### src/logic/pma_pkg.sv
// shared constants and types for the phy management access port
package pma_pkg;
	// register byte addresses
	localparam logic [31:0] CMD_ADDR  = 32'h8001_0010;
	localparam logic [31:0] DATA_ADDR = 32'h8001_0014;
	localparam logic [31:0] STS_ADDR  = 32'h8001_0018;
	localparam logic [31:0] REG_RESET = 32'h0000_0000;
	// field positions
	localparam int OP_HI    = 15;
	localparam int OP_LO    = 14;
	localparam int DEV_HI   = 9;
	localparam int DEV_LO   = 5;
	localparam int REG_HI   = 4;
	localparam int REG_LO   = 0;
	localparam int BUSY_BIT = 0;
	localparam int DATA_W   = 16;
	// operation codes
	localparam logic [1:0] OP_READ  = 2'h2;
	localparam logic [1:0] OP_WRITE = 2'h1;
	// serial frame layout, bit index counts from the first preamble bit
	localparam logic [31:0] PREAMBLE   = 32'hFFFF_FFFF;
	localparam logic [1:0]  START_PAT  = 2'h1;
	localparam logic [1:0]  TA_WRITE   = 2'h2;
	localparam logic [1:0]  TA_READ    = 2'h3;
	localparam logic [5:0]  RD_RELEASE = 6'h2E;
	localparam logic [5:0]  RD_FIRST   = 6'h30;
	localparam logic [5:0]  LAST_BIT   = 6'h3F;
	// management clock timing
	localparam int CLK_PERIOD_NS = 25;
	localparam int MDC_HALF_NS   = 200;
	localparam int MDC_HALF_CYC  = (MDC_HALF_NS + CLK_PERIOD_NS - 1) / CLK_PERIOD_NS;
	// command register contents
	typedef struct packed {
		logic [1:0] operation_code;
		logic [4:0] target_device_select;
		logic [4:0] target_register_select;
	} pma_cmd_t;
	typedef enum logic [0:0] {
		ST_IDLE  = 1'b0,
		ST_SHIFT = 1'b1
	} pma_state_t;
endpackage

### src/logic/pma_top.sv
// apb register front end and serial management engine for external phys
`timescale 1ns/10ps
module pma_top import pma_pkg::*; #(
	parameter logic [7:0] DIV = 8'(MDC_HALF_CYC)
) (
	// clock and reset
	input  wire logic        ref_clk,
	input  wire logic        srst,
	// apb slave
	input  wire logic        psel,
	input  wire logic        penable,
	input  wire logic        pwrite,
	input  wire logic [31:0] paddr,
	input  wire logic [31:0] pwdata,
	output logic      [31:0] prdata,
	output logic             pready,
	output logic             pslverr,
	// management pins
	output logic             mdc,
	input  wire logic        mdio_in,
	output logic             mdio_out,
	output logic             mdio_oe
);
	pma_state_t  state_q, state_d;
	pma_cmd_t    cmd_q, cmd_d;
	logic [15:0] data_q, data_d;
	logic        busy_q, busy_d;
	logic [63:0] frame_q, frame_d;
	logic [5:0]  bit_q, bit_d;
	logic [7:0]  div_q, div_d;
	logic [15:0] rd_q, rd_d;
	logic        rd_op_q, rd_op_d;
	logic        mdc_q, mdc_d;
	logic        out_q, out_d;
	logic        oe_q, oe_d;
	logic        sync1_q, sync1_d;
	logic        sync2_q, sync2_d;
	logic [31:0] prdata_q, prdata_d;
	logic        pready_q, pready_d;
	logic        pslverr_q, pslverr_d;
	logic        commit;
	logic        mapped;
	logic        cmd_wr;
	logic        pend_q, pend_d;
	logic [15:0] len_q, len_d;
	// cycles a frame keeps the engine busy: 64 bits, two mdc halves of DIV cycles each
	localparam logic [15:0] FRAME_CYC = 16'(DIV) * 16'h0080;

	// a transfer takes effect at the edge where the master sees pready
	assign commit = psel & penable & pready_q;
	assign mapped = (paddr == CMD_ADDR) || (paddr == DATA_ADDR) || (paddr == STS_ADDR);
	assign cmd_wr = commit & pwrite & (paddr == CMD_ADDR);

	// next state for bus front end and serial engine
	always_comb begin
		state_d   = state_q;
		cmd_d     = cmd_q;
		data_d    = data_q;
		busy_d    = busy_q;
		frame_d   = frame_q;
		bit_d     = bit_q;
		div_d     = div_q;
		rd_d      = rd_q;
		rd_op_d   = rd_op_q;
		mdc_d     = mdc_q;
		out_d     = out_q;
		oe_d      = oe_q;
		pend_d    = pend_q;
		sync1_d   = mdio_in;
		sync2_d   = sync1_q;
		pready_d  = psel & penable & ~pready_q;
		prdata_d  = REG_RESET;
		pslverr_d = 1'b0;
		// one wait state: read data and error are prepared before pready rises
		if (psel && penable && !pready_q) begin
			if (paddr == CMD_ADDR) begin
				prdata_d[OP_HI:OP_LO]   = cmd_q.operation_code;
				prdata_d[DEV_HI:DEV_LO] = cmd_q.target_device_select;
				prdata_d[REG_HI:REG_LO] = cmd_q.target_register_select;
			end else if (paddr == DATA_ADDR) begin
				prdata_d[DATA_W-1:0] = data_q;
			end else if (paddr == STS_ADDR) begin
				prdata_d[BUSY_BIT] = busy_q;
			end else begin
				pslverr_d = 1'b1;
			end
		end
		// register writes; reserved bits are dropped and read back as zero
		if (commit && pwrite) begin
			if (paddr == CMD_ADDR) begin
				cmd_d.operation_code         = pwdata[OP_HI:OP_LO];
				cmd_d.target_device_select   = pwdata[DEV_HI:DEV_LO];
				cmd_d.target_register_select = pwdata[REG_HI:REG_LO];
			end else if (paddr == DATA_ADDR) begin
				data_d = pwdata[DATA_W-1:0];
			end
		end
		// serial engine; drives on the falling mdc edge, samples on the rising one
		case (state_q)
			ST_IDLE: begin
				mdc_d = 1'b0;
				div_d = 8'h00;
				oe_d  = 1'b0;
				pend_d = 1'b0;
				if (busy_q) begin
					if (cmd_q.operation_code == OP_READ || cmd_q.operation_code == OP_WRITE) begin
						state_d = ST_SHIFT;
						rd_op_d = (cmd_q.operation_code == OP_READ);
						frame_d = {PREAMBLE, START_PAT, cmd_q.operation_code,
							cmd_q.target_device_select, cmd_q.target_register_select,
							(cmd_q.operation_code == OP_READ) ? TA_READ : TA_WRITE, data_q};
						bit_d   = 6'h00;
						out_d   = 1'b1;
						oe_d    = 1'b1;
						pend_d  = cmd_wr; // a command landing at launch runs next
					end else begin
						busy_d = 1'b0; // undefined opcode: nothing to do
					end
				end
			end
			ST_SHIFT: begin
				// a command that lands mid-frame is queued and runs once this frame ends
				pend_d = pend_q | cmd_wr;
				if (div_q == DIV - 8'h01) begin
					div_d = 8'h00;
					mdc_d = ~mdc_q;
					if (!mdc_q) begin
						// rising edge: phy samples our bit, or we take its bit
						if (rd_op_q && bit_q >= RD_FIRST) begin
							rd_d = {rd_q[14:0], sync2_q};
						end
					end else if (bit_q == LAST_BIT) begin
						// falling edge after the last bit: the phy has it
						state_d = ST_IDLE;
						busy_d  = pend_q; // a queued command keeps busy up
						oe_d    = 1'b0;
						if (rd_op_q) begin
							data_d = rd_q;
						end
					end else begin
						bit_d   = bit_q + 6'h01;
						frame_d = {frame_q[62:0], 1'b0};
						out_d   = frame_q[62];
						oe_d    = !(rd_op_q && bit_q >= RD_RELEASE - 6'h01);
					end
				end else begin
					div_d = div_q + 8'h01;
				end
			end
			default: state_d = ST_IDLE;
		endcase
		// a command write always marks busy, even on top of a finishing frame
		if (commit && pwrite && paddr == CMD_ADDR) begin
			busy_d = 1'b1;
		end
	end

	// register all state
	always_ff @(posedge ref_clk) begin
		if (srst) begin
			state_q   <= ST_IDLE;
			cmd_q     <= '0;
			data_q    <= REG_RESET[DATA_W-1:0];
			busy_q    <= 1'b0;
			frame_q   <= 64'h0000_0000_0000_0000;
			bit_q     <= 6'h00;
			div_q     <= 8'h00;
			rd_q      <= 16'h0000;
			rd_op_q   <= 1'b0;
			mdc_q     <= 1'b0;
			out_q     <= 1'b0;
			oe_q      <= 1'b0;
			pend_q    <= 1'b0;
			sync1_q   <= 1'b0;
			sync2_q   <= 1'b0;
			prdata_q  <= REG_RESET;
			pready_q  <= 1'b0;
			pslverr_q <= 1'b0;
		end else begin
			state_q   <= state_d;
			cmd_q     <= cmd_d;
			data_q    <= data_d;
			busy_q    <= busy_d;
			frame_q   <= frame_d;
			bit_q     <= bit_d;
			div_q     <= div_d;
			rd_q      <= rd_d;
			rd_op_q   <= rd_op_d;
			mdc_q     <= mdc_d;
			out_q     <= out_d;
			oe_q      <= oe_d;
			pend_q    <= pend_d;
			sync1_q   <= sync1_d;
			sync2_q   <= sync2_d;
			prdata_q  <= prdata_d;
			pready_q  <= pready_d;
			pslverr_q <= pslverr_d;
		end
	end

	// frame length tracker, read only by the checks below
	always_comb begin
		len_d = (state_q == ST_SHIFT) ? len_q + 16'h0001 : 16'h0000;
	end

	// cleared in idle so each frame counts from zero
	always_ff @(posedge ref_clk) begin
		if (srst) begin
			len_q <= 16'h0000;
		end else begin
			len_q <= len_d;
		end
	end

	// outputs straight from flops
	assign prdata   = prdata_q;
	assign pready   = pready_q;
	assign pslverr  = pslverr_q;
	assign mdc      = mdc_q;
	assign mdio_out = out_q;
	assign mdio_oe  = oe_q;
endmodule

### config.mk
export PLATFORM = sky130hd
export DESIGN_NAME = pma_top
export DESIGN_NICKNAME = d
export VERILOG_FILES = /design/src/logic/pma_pkg.sv /design/src/logic/pma_top.sv
export SDC_FILE = /design/constraint.sdc
export NUM_CORES = 1
export LEC_CHECK = 0
export BUFFER_PORTS_ARGS = -buffer_cell sky130_fd_sc_hd__buf_4
export CAP_MARGIN = 40
export CORE_ASPECT_RATIO = 0.8
export CORE_UTILIZATION = 45
export CTS_CLUSTER_SIZE = 12
export DETAILED_ROUTE_END_ITERATION = 10
export PLACE_DENSITY = 0.66
export SYNTH_ARGS = -nofsm -noshare
export SYNTH_HDL_FRONTEND = slang
export SYNTH_SLANG_ARGS = --single-unit
### constraint.sdc
create_clock -name ref_clk -period 3.75 [get_ports ref_clk]
set_input_delay 0.375 -clock ref_clk [delete_from_list [all_inputs] [get_ports ref_clk]]
set_output_delay 0.375 -clock ref_clk [all_outputs]
set_load 0.02 [all_outputs]
==> results_dict.tcl <==
set metrics [dict create \
    syn_area_per_cell_sq_um 9.51 \
    cts_tree "built" \
    netlist_instances 658 \
    cts_sinks 148 \
    p_leak_nw 2.47 \
    max_freq_mhz 372 \
    ir_drop_mv 0.401 \
    rr_startpoint "state_q$_SDFF_PP0_" \
    grt_pass1_vias 4507 \
    period_minus_slack_ns 2.69 \
    cts_root_buf "clkbuf_16" \
    wl_per_cell_microns 15.0 \
    ios 107 \
    cp-start-kind "register" \
    ys_ff_latch 148 \
    vias 4805 \
    holdPathStages 2 \
    port_buffers 74 \
    rows 38 \
    power_density_nw_per_um2 480 \
    rsz0062_at_grt "false" \
    worstPathRequired_ns 4.07 \
    placed_cells 873 \
    wirelength_microns 13500 \
    r2r-end "frame_q[43]$_SDFFE_PP0P_" \
    syn_area_sq_um 6260 \
    relSlewSlack_pct 44.7 \
    synth_flop_cell "dfxtp_1" \
    insertedDiodeCount 0 \
    critical-path-slowest-cell "dfxtp_2" \
    reg2regPathDepth 5 \
    yosys_warnings 0 \
    ys_seq_area_share_pct 47.3 \
    dieArea_sq_um 14400 \
    skew_ns 0.00806 \
    finalHoldViolCount 0 \
    seqPwrFrac_pct 43.8 \
    holdWs_ns 0.176 \
    drc 0 \
    critical_path_class "register to register" \
    worstPathCellList "o21ai_0, a22oi_2, buf_4, nor2_1, a311oi_1" \
    grt_overflow 0 \
    layout_common_cells "147 x dfxtp_1, 92 x nor2_1, 84 x buf_4" \
    clk_pin_slew_worst_paths_ns 0.06 \
    syn_to_final_growth_pct 19.7 \
    grt_max_degree 91 \
    coreArea_sq_um 13600 \
    finalSetupViolCount 0 \
    hold_end "sync1_q$_SDFF_PP0_" \
    clk_latency_ns 0.42 \
    async_flop_share_pct 0 \
    switching_power_w 0.000717 \
    drtIter0Drc 283 \
    slew_violations 0 \
    swShare_pct 19.9 \
    synth_enable_flop_cells 0 \
    gp_congestion 0.809 \
    p_comb_share_pct 3.0 \
    final.period_utilization_pct 71.7 \
    fin_tns_setup_ns 0 \
    min-delay-start "mdio_in" \
    dr.pass1.iters 4 \
    layout.cells.non_filler 904 \
    track_usage_pct 19.9 \
    cts_setup_buffers 0 \
    tightest_slew_ns 0.830 \
    h-tree-depth 4 \
    dp_hpwl_microns 8730 \
    end_kind "register" \
    antenna_found_initial 0 \
    power_frac_clock_pct 53.3 \
    crit_fanout 90 \
    initial_core_util_pct 46.2 \
    r2r_slack_ns 1.06 \
    grt_pass1_wl_microns 22300 \
    layout-drive-gt1-share_pct 20.6 \
    post_cts_resize_count 0 \
    die_w_microns 134 \
    antenna_left 0 \
    synth.distinct_cells 57 \
    min_path_type "primary input to register" \
    clk_path_buf_depth 2 \
    post-route-util_pct 55.3 \
    final_common_cell "dfxtp_1" \
    power.internal_w 0.00288 \
    final_nets 787 \
    run_status "completed" \
    die_h_microns 107 \
    critical_path.max_stage_delay_ns 0.87 \
    numCtsBuffers 17 \
    crit_arrival_ns 3.01 \
    via_per_inst 5.32 \
    drv_cap 0 \
    cts_hold_buffers 0 \
]
==> logic make-up (layout without fill, tap and decap cells) <==
group | Yosys count | after routing | synth area share, %
buffers and inverters | 105 | 156 | 8.41
XOR/XNOR | 8 | 8 | 1.12
AND/OR/NAND/NOR | 202 | 202 | 16.4
flip-flops | 148 | 148 | 47.3
AO/OA/AOI/OAI | 132 | 132 | 16.6
multiplexers | 57 | 57 | 9.11
adder cells (fa/ha/maj) | 5 | 5 | 0.999
other | 1 | 16 | 0.0599
==> routing by layer <==
layer	track usage, %	vias up	wire (microns)
li1	-	2393	-
met1	25.8	2280	6470
met2	32.0	112	6270
met3	5.41	20	583
met4	6.66	0	191
met5	0	-	0
==> power by group through the flow <==
stage	logic, W	registers, W	clock network, W
after floorplan	0.0000564	0.00161	0
after global placement	0.000101	0.00161	0
after detailed placement	0.000106	0.00161	0
after CTS	0.000106	0.00157	0.00194
after global routing	0.000113	0.00157	0.00201
final	0.000106	0.00157	0.00192
==> critical path: cells and delay by family, from the launching register on <==
family | cells | cell delay (ns)
AOI/OAI and AO/OA | 3 | 0.92
and+or+nand+nor | 1 | 0.10
DFF | 1 | 0.87
buffers and inverters | 1 | 0.67
==> cells in the mapped netlist (5+ instances only) <==
cell type    n  share of area, %
a311oi_1    34               4.8
nor2_2       8              0.80
clkbuf_1    21               1.3
mux2i_1     57               9.1
o2bb2ai_2   10               2.4
inv_1       40               2.4
buf_2       14               1.1
or3_1        5              0.50
ha_1         5               1.0
o2bb2ai_1    6              0.84
a211oi_1    28               3.4
nor2_1      92               5.5
nand3_1     10              0.80
nand2_1     44               2.6
nor3_1       5              0.40
a22oi_1     12               1.4
dfxtp_1    148                47
buf_4       24               2.9
o21ai_0      6              0.48
and3_1       6              0.60
xor2_1       5              0.70
a21oi_1     27               2.2
==> cell type report <==
type	count	area, sq um
fillers	1188	6060
flip-flops and latches	148	2960
multi-input cells	420	2840
repair buffers	85	646
clock buffers	18	439
clock inverters	13	231
well taps	180	225
inverters	40	150
==> per-stage QoR <==
| step | power (W) | instance area, sq um | setup WS, ns |
|---|---|---|---|
| floorplan | 0.00167 | 6320 | 1.74 |
| global placement | 0.00171 | 6810 | 1.20 |
| detailed placement | 0.00172 | 6820 | 1.05 |
| CTS | 0.00362 | 7490 | 1.04 |
| global route | 0.00370 | 7490 | 0.793 |
| finish | 0.00360 | 7490 | 1.06 |
==> how the worst max path moves through the flow <==
stage	depth (start not counted)	start	to	slack [ns]
after floorplan	8	cmd_q[10]$_SDFFE_PP0P_	bit_q[2]$_SDFFE_PP0P_	1.74
after global placement	7	cmd_q[10]$_SDFFE_PP0P_	mdio_oe$_SDFFE_PP0P_	1.20
after detailed placement	5	state_q$_SDFF_PP0_	frame_q[43]$_SDFFE_PP0P_	1.05
after CTS	7	cmd_q[10]$_SDFFE_PP0P_	frame_q[43]$_SDFFE_PP0P_	1.04
after global routing	5	state_q$_SDFF_PP0_	frame_q[35]$_SDFFE_PP0P_	0.79
final	5	state_q$_SDFF_PP0_	frame_q[43]$_SDFFE_PP0P_	1.06
==> registers in the layout, summed over array words and instances (netlist names) <==
signal    count
pend_q        1
state_q       1
rd_q         16
pslverr       1
bit_q         6
div_q         8
data_q       16
pready        1
rd_op_q       1
prdata       16
busy_q        1
sync1_q       1
mdio_out      1
mdc           1
sync2_q       1
mdio_oe       1
frame_q      63
cmd_q        12
No activity file was read; power rests on OpenSTA's default activity.
